<file path="src/verilog/rtcr_pkg.sv">
`default_nettype none

package rtcr_pkg;

   // register byte offsets on the apb slave
   localparam logic [7:0] OFS_CAL_ADJUST  = 8'h00;
   localparam logic [7:0] OFS_CAL_OUTSEL  = 8'h04;
   localparam logic [7:0] OFS_SECONDS     = 8'h08;
   localparam logic [7:0] OFS_MINUTES     = 8'h0C;
   localparam logic [7:0] OFS_HOURS       = 8'h10;
   localparam logic [7:0] OFS_WEEKDAY     = 8'h14;
   localparam logic [7:0] OFS_FORMAT      = 8'h18;

   // field positions
   localparam int CAL_SIGN_BIT      = 7;
   localparam int CAL_MAG_MSB       = 5;
   localparam int FORMAT_DEC_BIT    = 7;

   // reset values
   localparam logic       CAL_SIGN_RST   = 1'b0;
   localparam logic [5:0] CAL_MAG_RST    = 6'h00;
   localparam logic [1:0] CAL_OUTSEL_RST = 2'h0;
   localparam logic       FORMAT_RST     = 1'b0;

   // timing: 32768 hz source divided for the calibration outputs
   localparam int LF_HZ      = 32768;
   localparam int DIV_512    = LF_HZ / 512 / 2;
   localparam int DIV_256    = LF_HZ / 256 / 2;
   localparam int DIV_1      = LF_HZ / 1 / 2;

   typedef enum logic [1:0] {
      CAL_OFF,
      CAL_512HZ,
      CAL_256HZ,
      CAL_1HZ
   } rtcr_calsel_t;

   typedef struct packed {
      logic       sign;
      logic [5:0] magnitude;
   } rtcr_cal_t;

   typedef struct packed {
      logic [5:0] sec;
      logic [5:0] min;
      logic [4:0] hour;
      logic [2:0] dow;
   } rtcr_time_t;

endpackage

`default_nettype wire

</file>
<file path="src/verilog/rtcr_cal_out.sv">
`timescale 1ns/1ps
`default_nettype none

module rtcr_cal_out (
   // clock and reset
   input  wire logic                  pclk,
   input  wire logic                  presetn,
   // low-frequency tick, one pulse per 32768 hz period
   input  wire logic                  lf_tick,
   // selection
   input  wire rtcr_pkg::rtcr_calsel_t sel,
   // pin
   output logic                       cal_clock_pin
);

   logic [14:0] cnt_q;
   logic        t512_q;
   logic        t256_q;
   logic        t1_q;

   // one free counter feeds all three taps so they stay phase related
   always_ff @(posedge pclk or negedge presetn) begin
      if (!presetn) begin
         cnt_q <= 15'h0000;
      end else if (lf_tick) begin
         cnt_q <= cnt_q + 15'h0001;
      end
   end

   always_ff @(posedge pclk or negedge presetn) begin
      if (!presetn) begin
         t512_q <= 1'b0;
         t256_q <= 1'b0;
         t1_q   <= 1'b0;
      end else begin
         t512_q <= cnt_q[5];
         t256_q <= cnt_q[6];
         t1_q   <= cnt_q[14];
      end
   end

   always_ff @(posedge pclk or negedge presetn) begin
      if (!presetn) begin
         cal_clock_pin <= 1'b0;
      end else begin
         case (sel) // RULE_04
            rtcr_pkg::CAL_512HZ: cal_clock_pin <= t512_q;
            rtcr_pkg::CAL_256HZ: cal_clock_pin <= t256_q;
            rtcr_pkg::CAL_1HZ:   cal_clock_pin <= t1_q;
            default:             cal_clock_pin <= 1'b0;
         endcase
      end
   end

endmodule

`default_nettype wire

</file>
<file path="src/verilog/rtcr_top.sv">
// Notes on behaviour
// RULE_01: calibration sign bit 7: 0 slows the clock, 1 speeds it up.
// RULE_02: six-bit magnitude in bits 5-0; +4 ppm or -2 ppm per count.
// RULE_03: calibration reserved bits read zero and ignore writes.
// RULE_04: output select 00 off, 01 512 Hz, 10 256 Hz, 11 1 Hz.
// RULE_05: software routes the shared port pin to this function first.
// RULE_06: binary seconds 0 to 59 in bits 5-0, bits 7-6 zero.
// RULE_07: decimal seconds tens in 6-4, units in 3-0, bit 7 zero.
// RULE_08: binary minutes 0 to 59 in bits 5-0, top bits zero.
// RULE_09: decimal minutes tens in 6-4, units in 3-0, bit 7 zero.
// RULE_10: binary hours 0 to 23 in bits 4-0, bits 7-5 zero.
// RULE_11: decimal hours tens in 5-4, units in 3-0, bits 7-6 zero.
// RULE_12: weekday 0 to 6 in bits 2-0, upper bits read zero.
// RULE_13: format bit picks decimal (1) or binary (0) view of time.
// RULE_14: one stored value per unit, both views; no time reset value.
// RULE_15: calibration fields reset to zero: no correction, no output.
`timescale 1ns/1ps
`default_nettype none

module rtcr_top #(
   parameter int CAL_PPM_UP   = 4,
   parameter int CAL_PPM_DOWN = 2
) (
   // apb slave
   input  wire logic        pclk,
   input  wire logic        presetn,
   input  wire logic        psel,
   input  wire logic        penable,
   input  wire logic        pwrite,
   input  wire logic [7:0]  paddr,
   input  wire logic [31:0] pwdata,
   output logic [31:0]      prdata,
   output logic             pready,
   output logic             pslverr,
   // low-frequency source tick, one pulse per 32768 hz period
   input  wire logic        lf_tick,
   // calibration state for the counting engine
   output logic             cal_sign,
   output logic [5:0]       cal_magnitude,
   output logic signed [9:0] cal_ppm,
   // calibration output toward the port pin
   output logic             cal_clock_pin
);

   // keeps the full-scale product inside the ten signed bits of cal_ppm
   if (CAL_PPM_UP < 1 || CAL_PPM_UP > 7 || CAL_PPM_DOWN < 1 ||
       CAL_PPM_DOWN > 7) begin
      $error("calibration step out of range");
   end

   ////////////////////////////////////////////////////////////////////
   // apb decode

   logic wr_en;
   logic rd_en;
   logic hit;
   logic sel_cal;
   logic sel_outsel;
   logic sel_sec;
   logic sel_min;
   logic sel_hour;
   logic sel_dow;
   logic sel_fmt;
   logic wr_cal;
   logic wr_outsel;
   logic wr_sec;
   logic wr_min;
   logic wr_hour;
   logic wr_dow;
   logic wr_fmt;

   assign wr_en   = psel && penable && pwrite;
   // reads are looked up in setup so prdata is a register in access
   assign rd_en   = psel && !penable && !pwrite;
   assign pready  = 1'b1;
   assign pslverr = psel && penable && !hit;

   ////////////////////////////////////////////////////////////////////
   // register strobes

   assign sel_cal    = paddr == rtcr_pkg::OFS_CAL_ADJUST;
   assign sel_outsel = paddr == rtcr_pkg::OFS_CAL_OUTSEL;
   assign sel_sec    = paddr == rtcr_pkg::OFS_SECONDS;
   assign sel_min    = paddr == rtcr_pkg::OFS_MINUTES;
   assign sel_hour   = paddr == rtcr_pkg::OFS_HOURS;
   assign sel_dow    = paddr == rtcr_pkg::OFS_WEEKDAY;
   assign sel_fmt    = paddr == rtcr_pkg::OFS_FORMAT;

   // unmapped writes match no strobe, so they are dropped
   assign wr_cal    = wr_en && sel_cal;
   assign wr_outsel = wr_en && sel_outsel;
   assign wr_sec    = wr_en && sel_sec;
   assign wr_min    = wr_en && sel_min;
   assign wr_hour   = wr_en && sel_hour;
   assign wr_dow    = wr_en && sel_dow;
   assign wr_fmt    = wr_en && sel_fmt;

   always_comb begin
      if (paddr == rtcr_pkg::OFS_CAL_ADJUST) begin
         hit = 1'b1;
      end else if (paddr == rtcr_pkg::OFS_CAL_OUTSEL) begin
         hit = 1'b1;
      end else if (paddr == rtcr_pkg::OFS_SECONDS) begin
         hit = 1'b1;
      end else if (paddr == rtcr_pkg::OFS_MINUTES) begin
         hit = 1'b1;
      end else if (paddr == rtcr_pkg::OFS_HOURS) begin
         hit = 1'b1;
      end else if (paddr == rtcr_pkg::OFS_WEEKDAY) begin
         hit = 1'b1;
      end else if (paddr == rtcr_pkg::OFS_FORMAT) begin
         hit = 1'b1;
      end else begin
         hit = 1'b0;
      end
   end

   ////////////////////////////////////////////////////////////////////
   // format conversion

   // binary value to two decimal digits, tens in [6:4]
   function automatic logic [7:0] to_dec(input logic [5:0] v);
      logic [3:0] tens;
      logic [5:0] rem;
      tens = 4'h0;
      rem  = v;
      for (int i = 0; i < 6; i++) begin
         if (rem >= 6'd10) begin
            rem  = rem - 6'd10;
            tens = tens + 4'h1;
         end
      end
      return {1'b0, tens[2:0], rem[3:0]};
   endfunction

   // two decimal digits back to binary; tens * 10 = tens*8 + tens*2
   function automatic logic [5:0] from_dec(input logic [2:0] tens,
                                           input logic [3:0] units);
      logic [6:0] sum;
      sum = {1'b0, tens, 3'b000} + {3'b000, tens, 1'b0} + {3'b000, units};
      return sum[5:0];
   endfunction

   ////////////////////////////////////////////////////////////////////
   // control registers

   rtcr_pkg::rtcr_cal_t    cal_q;
   rtcr_pkg::rtcr_calsel_t outsel_q;
   logic                   dec_q;

   always_ff @(posedge pclk or negedge presetn) begin
      if (!presetn) begin
         cal_q.sign      <= rtcr_pkg::CAL_SIGN_RST; // RULE_15
         cal_q.magnitude <= rtcr_pkg::CAL_MAG_RST;
      end else if (wr_cal) begin
         cal_q.sign      <= pwdata[rtcr_pkg::CAL_SIGN_BIT]; // RULE_01
         cal_q.magnitude <= pwdata[rtcr_pkg::CAL_MAG_MSB:0]; // RULE_02
      end
   end

   always_ff @(posedge pclk or negedge presetn) begin
      if (!presetn) begin
         outsel_q <= rtcr_pkg::rtcr_calsel_t'(rtcr_pkg::CAL_OUTSEL_RST);
      end else if (wr_outsel) begin
         outsel_q <= rtcr_pkg::rtcr_calsel_t'(pwdata[1:0]); // RULE_03
      end
   end

   always_ff @(posedge pclk or negedge presetn) begin
      if (!presetn) begin
         dec_q <= rtcr_pkg::FORMAT_RST;
      end else if (wr_fmt) begin
         dec_q <= pwdata[rtcr_pkg::FORMAT_DEC_BIT]; // RULE_13
      end
   end

   ////////////////////////////////////////////////////////////////////
   // time registers: stored binary, no reset so power-up is undefined

   rtcr_pkg::rtcr_time_t tm_q;
   logic [5:0]           sec_d;
   logic [5:0]           min_d;
   logic [4:0]           hour_d;
   logic [2:0]           dow_d;

   // written digits go to binary here, so both views share one store
   always_comb begin
      if (dec_q) begin
         sec_d  = from_dec(pwdata[6:4], pwdata[3:0]); // RULE_07
         min_d  = from_dec(pwdata[6:4], pwdata[3:0]); // RULE_09
         hour_d = 5'(from_dec({1'b0, pwdata[5:4]}, pwdata[3:0])); // RULE_11
      end else begin
         sec_d  = pwdata[5:0]; // RULE_06
         min_d  = pwdata[5:0]; // RULE_08
         hour_d = pwdata[4:0]; // RULE_10
      end
      dow_d = pwdata[2:0]; // RULE_12
   end

   // RULE_14
   always_ff @(posedge pclk) begin
      if (wr_sec) begin
         tm_q.sec <= sec_d;
      end
      if (wr_min) begin
         tm_q.min <= min_d;
      end
      if (wr_hour) begin
         tm_q.hour <= hour_d;
      end
      if (wr_dow) begin
         tm_q.dow <= dow_d;
      end
   end

   ////////////////////////////////////////////////////////////////////
   // read mux, registered so prdata comes from flip-flops

   logic [7:0] rd_d;
   logic [7:0] hr_dec;

   assign hr_dec = to_dec({1'b0, tm_q.hour});

   logic [7:0] sec_rd;
   logic [7:0] min_rd;
   logic [7:0] hour_rd;

   // read views of the stored binary values; values beyond range still convert to exact digits
   always_comb begin
      if (dec_q) begin
         sec_rd  = to_dec(tm_q.sec); // RULE_07
         min_rd  = to_dec(tm_q.min); // RULE_09
         hour_rd = {2'b00, hr_dec[5:0]}; // RULE_11
      end else begin
         sec_rd  = {2'b00, tm_q.sec}; // RULE_06
         min_rd  = {2'b00, tm_q.min}; // RULE_08
         hour_rd = {3'b000, tm_q.hour}; // RULE_10
      end
   end

   always_comb begin
      if (paddr == rtcr_pkg::OFS_CAL_ADJUST) begin
         rd_d = {cal_q.sign, 1'b0, cal_q.magnitude}; // RULE_03
      end else if (paddr == rtcr_pkg::OFS_CAL_OUTSEL) begin
         rd_d = {6'h00, outsel_q}; // RULE_03
      end else if (paddr == rtcr_pkg::OFS_SECONDS) begin
         rd_d = sec_rd;
      end else if (paddr == rtcr_pkg::OFS_MINUTES) begin
         rd_d = min_rd;
      end else if (paddr == rtcr_pkg::OFS_HOURS) begin
         rd_d = hour_rd;
      end else if (paddr == rtcr_pkg::OFS_WEEKDAY) begin
         rd_d = {5'h00, tm_q.dow}; // RULE_12
      end else if (paddr == rtcr_pkg::OFS_FORMAT) begin
         rd_d = {dec_q, 7'h00};
      end else begin
         rd_d = 8'h00;
      end
   end

   // read data is captured in the setup cycle so it is stable in access
   always_ff @(posedge pclk or negedge presetn) begin
      if (!presetn) begin
         prdata <= 32'h0000_0000;
      end else if (rd_en) begin
         prdata <= {24'h00_0000, rd_d};
      end
   end

   ////////////////////////////////////////////////////////////////////
   // calibration to the engine and the pin

   logic signed [9:0] ppm_d;

   // signed correction in ppm; engine applies it to its prescaler
   always_comb begin
      if (cal_q.sign) begin
         ppm_d = 10'(cal_q.magnitude * CAL_PPM_UP); // RULE_02
      end else begin
         ppm_d = -10'(cal_q.magnitude * CAL_PPM_DOWN); // RULE_01
      end
   end

   // registered so the engine never sees a half-written setting
   always_ff @(posedge pclk or negedge presetn) begin
      if (!presetn) begin
         cal_ppm <= 10'sd0;
      end else begin
         cal_ppm <= ppm_d;
      end
   end

   assign cal_sign      = cal_q.sign;
   assign cal_magnitude = cal_q.magnitude;

   // the pin mux only sources the signal; port routing is software's job
   rtcr_cal_out u_cal_out (
      .pclk          (pclk),
      .presetn       (presetn),
      .lf_tick       (lf_tick),
      .sel           (outsel_q),
      .cal_clock_pin (cal_clock_pin)
   );

endmodule

`default_nettype wire
</file>
<file path="config.mk">
export PLATFORM = sky130hd
export DESIGN_NAME = rtcr_top
export DESIGN_NICKNAME = d
export VERILOG_FILES = /design/src/verilog/rtcr_pkg.sv /design/src/verilog/rtcr_cal_out.sv /design/src/verilog/rtcr_top.sv
export SDC_FILE = /design/constraint.sdc
export NUM_CORES = 1
export LEC_CHECK = 0
export ABC_AREA = 0
export BUFFER_PORTS_ARGS = -buffer_cell sky130_fd_sc_hd__buf_2
export CELL_PAD_IN_SITES_DETAIL_PLACEMENT = 1
export CELL_PAD_IN_SITES_GLOBAL_PLACEMENT = 2
export CORE_UTILIZATION = 33
export CTS_BUF_LIST = sky130_fd_sc_hd__clkbuf_2 sky130_fd_sc_hd__clkbuf_4 sky130_fd_sc_hd__clkbuf_8
export CTS_CLUSTER_SIZE = 14
export DETAILED_ROUTE_END_ITERATION = 12
export PLACE_DENSITY_LB_ADDON = 0.1
export SETUP_SLACK_MARGIN = 0.3
export SKIP_CTS_REPAIR_TIMING = 1
export SLEW_MARGIN = 20
export SYNTH_ARGS = -nofsm -noshare
export SYNTH_HDL_FRONTEND = slang
export SYNTH_SLANG_ARGS = --single-unit
</file>
<file path="constraint.sdc">
create_clock -name pclk -period 7.4 [get_ports pclk]
set_input_delay 0.74 -clock pclk [delete_from_list [all_inputs] [get_ports pclk]]
set_output_delay 0.74 -clock pclk [all_outputs]
set_load 0.03 [all_outputs]
</file>
==> After elaboration in Yosys (flattened, before gate mapping) <==
Cells that the tools add are included.
{ "totals": {"word_cells": 174, "reg_bits": 67, "inputBits": 46, "out_inout_bits": 52} }
{ "classes": {"eq_ne": 9, "n_mux": 77, "n_reduce_logical": 16, "order_cmp": 18, "n_addsub": 39} }
{ "op_table": {"columns": ["operator", "n"], "rows": [
  ["$mux 6", 27],
  ["$ge 6x4->1 const B", 17],
  ["$sub 6x4->6 const B", 14],
  ["$mux 3", 20],
  ["$mux 8", 7],
  ["$add 3x1->3 const B", 10],
  ["$eq 8x5->1 const B", 3],
  ["$eq 8x4->1 const B", 2],
  ["$add 15x1->15 const B", 1],
  ["$mux 7", 2],
  ["$add 6x4->6", 2],
  ["$logic_and 1x1->1", 12],
  ["$mux 4", 3],
  ["$sub 4x4->4 const B", 3],
  ["$mux 1", 10],
  ["$mux 10", 1],
  ["$mux 2", 5],
  ["$neg 7->10", 1],
  ["$add 2x1->2 const B", 4],
  ["$eq 8x3->1 const B", 1],
  ["$logic_not 8->1", 1],
  ["$sub 5x4->6 const B", 1],
  ["$add 5x3->5", 1],
  ["$add 5x4->5", 1],
  ["other kinds (7)", 10]
]} }

==> Depth between registers and ports, before layout <==
{ "depth": {"ltp_word": 22, "mapped_depth": 40, "mapped_depth_nobuf": 39} }

==> Cells and area by module <==
Synthesis repeated with hierarchy kept, for this count alone.
{ "unflattened": {"cells_unflattened": 906, "hier_area_um2": 7495.9} }
{ "modules_own_cells": {"columns": ["module", "area_per_inst_um2", "n_inst", "cells_each", "seq_area_each_um2"], "rows": [
  ["rtcr_top", 6661.4, 1, 842, 1276.2],
  ["rtcr_cal_out", 834.6, 1, 64, 475.5]
]} }

==> Worst setup path before layout <==
No wires, ideal clock.
{ "synth_timing": {"kind": "reg-to-reg", "start": "register tm_q[5] (netlist bit)", "end": "register prdata[3]", "stages_incl_launch_ff": 39, "t_arrival_ps": 7333, "setup_time_ps": 119, "slack_ps": -52, "period_less_slack_ps": 7452, "required_ps": 7281, "n_path_buf": 3, "path_cell_list": "edfxtp_1 buf_2 inv_1 ha_1 nor2b_1 o21ai_0 a22o_1 inv_1 ha_1 nand2b_1 nor4_1 or3_1 clkbuf_1 nor3_1 or2_2 ha_1 nand2b_1 nand3_1 [3 not listed] ha_1 inv_1 a2111oi_1 and4b_1 buf_2 xor2_1 inv_1 ha_1 nand2b_1 o21ai_0 a31oi_1 mux2_2 ha_1 a21oi_1 xor2_1 nor2_1 o31a_1 o21ba_2"} }
{ "synth_between": {"elab_chain_cells": 18, "elab_cells_between_ends": 24, "cone_classes": "add/sub (6); order compare (6); mux (12)"} }
{ "synth_rtl": {"columns": ["item", "line", "text"], "rows": [
  ["start, declared", "rtcr_top.sv:180", "rtcr_pkg::rtcr_time_t tm_q;"],
  ["$sub 5x4->6 / $ge 5x4->1 (equally long branches)", "rtcr_top.sv:129, rtcr_top.sv:128", null],
  ["$mux 6 (*)", "rtcr_top.sv:128", "if (rem >= 6'd10) begin"],
  ["$sub 6x4->6 / $ge 6x4->1 (equally long branches)", "rtcr_top.sv:129, rtcr_top.sv:128", null],
  ["$mux 6 (*)", "rtcr_top.sv:128", null],
  ["$sub 6x4->6 / $ge 6x4->1 (equally long branches)", "rtcr_top.sv:129, rtcr_top.sv:128", null],
  ["$mux 6 (*)", "rtcr_top.sv:128", null],
  ["$sub 6x4->6 / $ge 6x4->1 (equally long branches)", "rtcr_top.sv:129, rtcr_top.sv:128", null],
  ["$mux 6 (*)", "rtcr_top.sv:128", null],
  ["[2 not listed]", null, null],
  ["$ge 6x4->1 / $sub 4x4->4 (equally long branches)", "rtcr_top.sv:128, rtcr_top.sv:129", null],
  ["$mux 4 (*)", "rtcr_top.sv:128", null],
  ["$mux 6 (*)", "rtcr_top.sv:230", "if (dec_q) begin"],
  ["$mux 8 (*)", "rtcr_top.sv:250", "end else if (paddr == rtcr_pkg::OFS_HOURS) begin"],
  ["$mux 8 (*)", "rtcr_top.sv:248", "end else if (paddr == rtcr_pkg::OFS_MINUTES) begin"],
  ["$mux 8 (*)", "rtcr_top.sv:246", "end else if (paddr == rtcr_pkg::OFS_SECONDS) begin"],
  ["$mux 8 (*)", "rtcr_top.sv:244", "end else if (paddr == rtcr_pkg::OFS_CAL_OUTSEL) begin"],
  ["$mux 8 (*)", "rtcr_top.sv:242", "if (paddr == rtcr_pkg::OFS_CAL_ADJUST) begin"],
  ["end signal, assigned", "rtcr_top.sv:266", "prdata <= {24'h00_0000, rd_d};"],
  ["end, declared", "rtcr_top.sv:32", "output logic [31:0] prdata,"]
]} }
Every way passes the cells marked *; elsewhere a longest branch is shown, timed or not.
A chain may end at the register's enable or synchronous reset.

==> Worst setup path in the final report <==
{ "layout_timing": {"start": "register tm_q[4] (netlist bit)", "end": "register prdata[3]"} }
The elaborated chain is that of the path after synthesis.

==> metrics.yaml <==
power:
  total_power_uw: 899
  peakVddDrop_mv: 0.127
  p_leak_nw: 4.05
  powerDensity_nw_per_um2: 93.0
critical_path:
  crit_type: "reg2reg"
  crit_top_cell: "inv_1"
  endpoint_kind: "flop"
  crit_required_ns: 7.64
  cp_slowest_cell: "edfxtp_1"
  start_kind: "flop"
  arrival_ns: 7.01
  cpLargestDelayFamily: "compound AO/OA/AOI/OAI gates"
  path_max_fanout: 8
  rrSetupSlack_ns: 0.63
  critical_path.startpoint: "tm_q[4]"
  max_stage_delay_ns: 0.42
  crit_buf_inv: 6
  rr_worst_depth: 34
  r2r_end: "prdata[3]"
  regToRegStartpoint: "tm_q[4]"
synthesis:
  syn_area_per_cell_sq_um: 8.21
  yosysMostFrequentCell: "nand2_1"
  syn_area_sq_um: 7850
  synthFlopType: "dfrtp_1"
  yosys-top-cells-area: "dfrtp_1 (15%), edfxtp_1 (7.6%), ha_1 (7.5%), nand2_1 (4.4%), xnor2_1 (4.2%)"
  synth_common_cells: "nand2_1 (92), nor2_1 (59), inv_1 (53)"
  synth_warnings: 0
  synth_top_area_frac: 0.147
  synthArstFlopShare: 0.697
  synthCells: 956
  synth-edff-count: 20
  ys_ff_latch: 66
  synthDistinctLibCells: 107
  synth_top_cell_by_area: "dfrtp_1"
  ys_seq_area_frac: 0.223
floorplan:
  core_sq_um: 23400
  die_area_sq_um: 24400
  ioPinCount: 98
  row_count: 56
  die_h_um: 156
  initial_core_util: 0.335
  die_x_um: 156
placed_design:
  finalWeightedCongestion: 0.835
  pre_cts_slack_ns: 0.0486
  post-dp-hpwl_um: 18900
  place_inst: 1363
  port_buffers: 47
route:
  routed_wl_um: 23900
  via_per_inst: 5.35
  drtIter0Drc: 256
  post-route-drc-count: 0
  vias: 7542
  ant_nets: 0
  wire_per_inst_um: 17.0
  firstDrtPassIters: 4
grt:
  overflow: 0
  grt_max_degree: 47
  antenna_found_initial: 0
  grt_pass1_wl_um: 38600
  grt_pass1_vias: 7335
  grt_util_all_layers: 0.196
timing:
  final-hold-violation-count: 0
  max_slew.worst_pin.slew_ns: 0.915
  fin_skew_ns: 0.00642
  grt_setup_unrepaired: "true"
  min_period_ns: 6.77
  slew_headroom: 0.383
  setup_viol: 0
  layout_setup_ws_ns: 0.633
  tns_ns: 0
  min_period_over_period: 0.915
  max_clock_freq_mhz: 148
  maxSlewViolCount: 0
cells_and_area:
  stdcell_count: 1409
  fin_nets: 1181
  syn_to_final_growth_pct: 23.0
  nFillCells: 2876
  drive_gt1_frac: 0.294
  antenna_cells: 0
clock_tree:
  htreeDepth: 3
  clkSinkCount: 66
  cts_buffers: 9
  cts_buffer_depth: 2
  clk_pin_slew_ns: 0.08
  cts-root-buf: "clkbuf_8"
  cts_tree: "yes"
  clkLatencyLatePin_ns: 0.35
min_path:
  hold_class: "in2async"
job:
  drv_cap: 0
outcome:
  run_status: "finished, final reports clean"
[flip-flops by register name (all words and copies together), names as in the netlist, 2 cells and up]
| register | count |
|---|---|
| cal_ppm | 9 |
| outsel_q | 2 |
| tm_q | 20 |
| cal_magnitude | 6 |
| u_cal_out.cnt_q | 15 |
| prdata | 8 |
[cells by family after synthesis]
kind of cell	synth area share
and+or+nand+nor	0.232
AOI/OAI and AO/OA	0.276
buffers and inverters	0.0735
DFF	0.223
xor gates and xnor gates	0.0626
adders and majority gates	0.0825
muxes	0.0496
other	0.000957
[worst max-delay path by stage]
| stage | to | slack, ns | cells past startpoint |
|---|---|---|---|
| 3_5_place_dp | prdata[3] | 0.05 | 35 |
| 5_1_grt | prdata[3] | 0.23 | 36 |
| 4_1_cts | prdata[3] | 0.01 | 35 |
| 3_3_place_gp | prdata[3] | 0.06 | 35 |
| 2_1_floorplan | prdata[3] | 0.30 | 36 |
| 6_report | prdata[3] | 0.63 | 34 |
[report_power, final]
group | switching [mW] | internal, mW | leakage (nW)
Clock | 0.146 | 0.189 | 0.114
Combinational | 0.0831 | 0.0479 | 3.18
Sequential | 0.0274 | 0.405 | 0.750
Total | 0.256 | 0.642 | 4.05
[placed cells by master (no fill, tap or decap), types with 26 or more instances in the layout]
cell type,instances
buf_4,103
inv_1,46
xnor2_1,33
ha_1,37
nor3_1,31
nand2_1,91
dfrtp_1,46
buf_2,46
a21oi_1,44
nand3_1,31
o21ai_0,46
conb_1,26
nor2_1,58
[area by class of cell]
class / instances / area [sq um] / share of cell area
Multi-Input combinational cell: 801 / 6040 / 0.625
Sequential cell: 66 / 1750 / 0.181
Timing Repair Buffer: 153 / 1050 / 0.109
Tap cell: 319 / 399 / 0.0413
Inverter: 54 / 203 / 0.0210
Clock buffer: 9 / 124 / 0.0128
Clock inverter: 7 / 91.3 / 0.00946
[routing by layer]
layer  GRT usage  up-vias  part of all wire
li1            -     3762                 -
met1       0.286     3675              0.50
met2       0.318       93              0.47
met3      0.0108       12             0.021
met4      0.0359        0            0.0068
met5           0        -                 0
[metrics by stage]
stage / instance area, sq um / util / hold WS [ns]
6_report: 9660 / 0.413 / 0.397
3_5_place_dp: 8820 / 0.377 / 0.386
3_3_place_gp: 8820 / 0.377 / 0.389
5_1_grt: 9660 / 0.413 / 0.431
4_1_cts: 9030 / 0.386 / 0.415
2_1_floorplan: 7990 / - / 0.373
(Power assumes the default switching activity.)
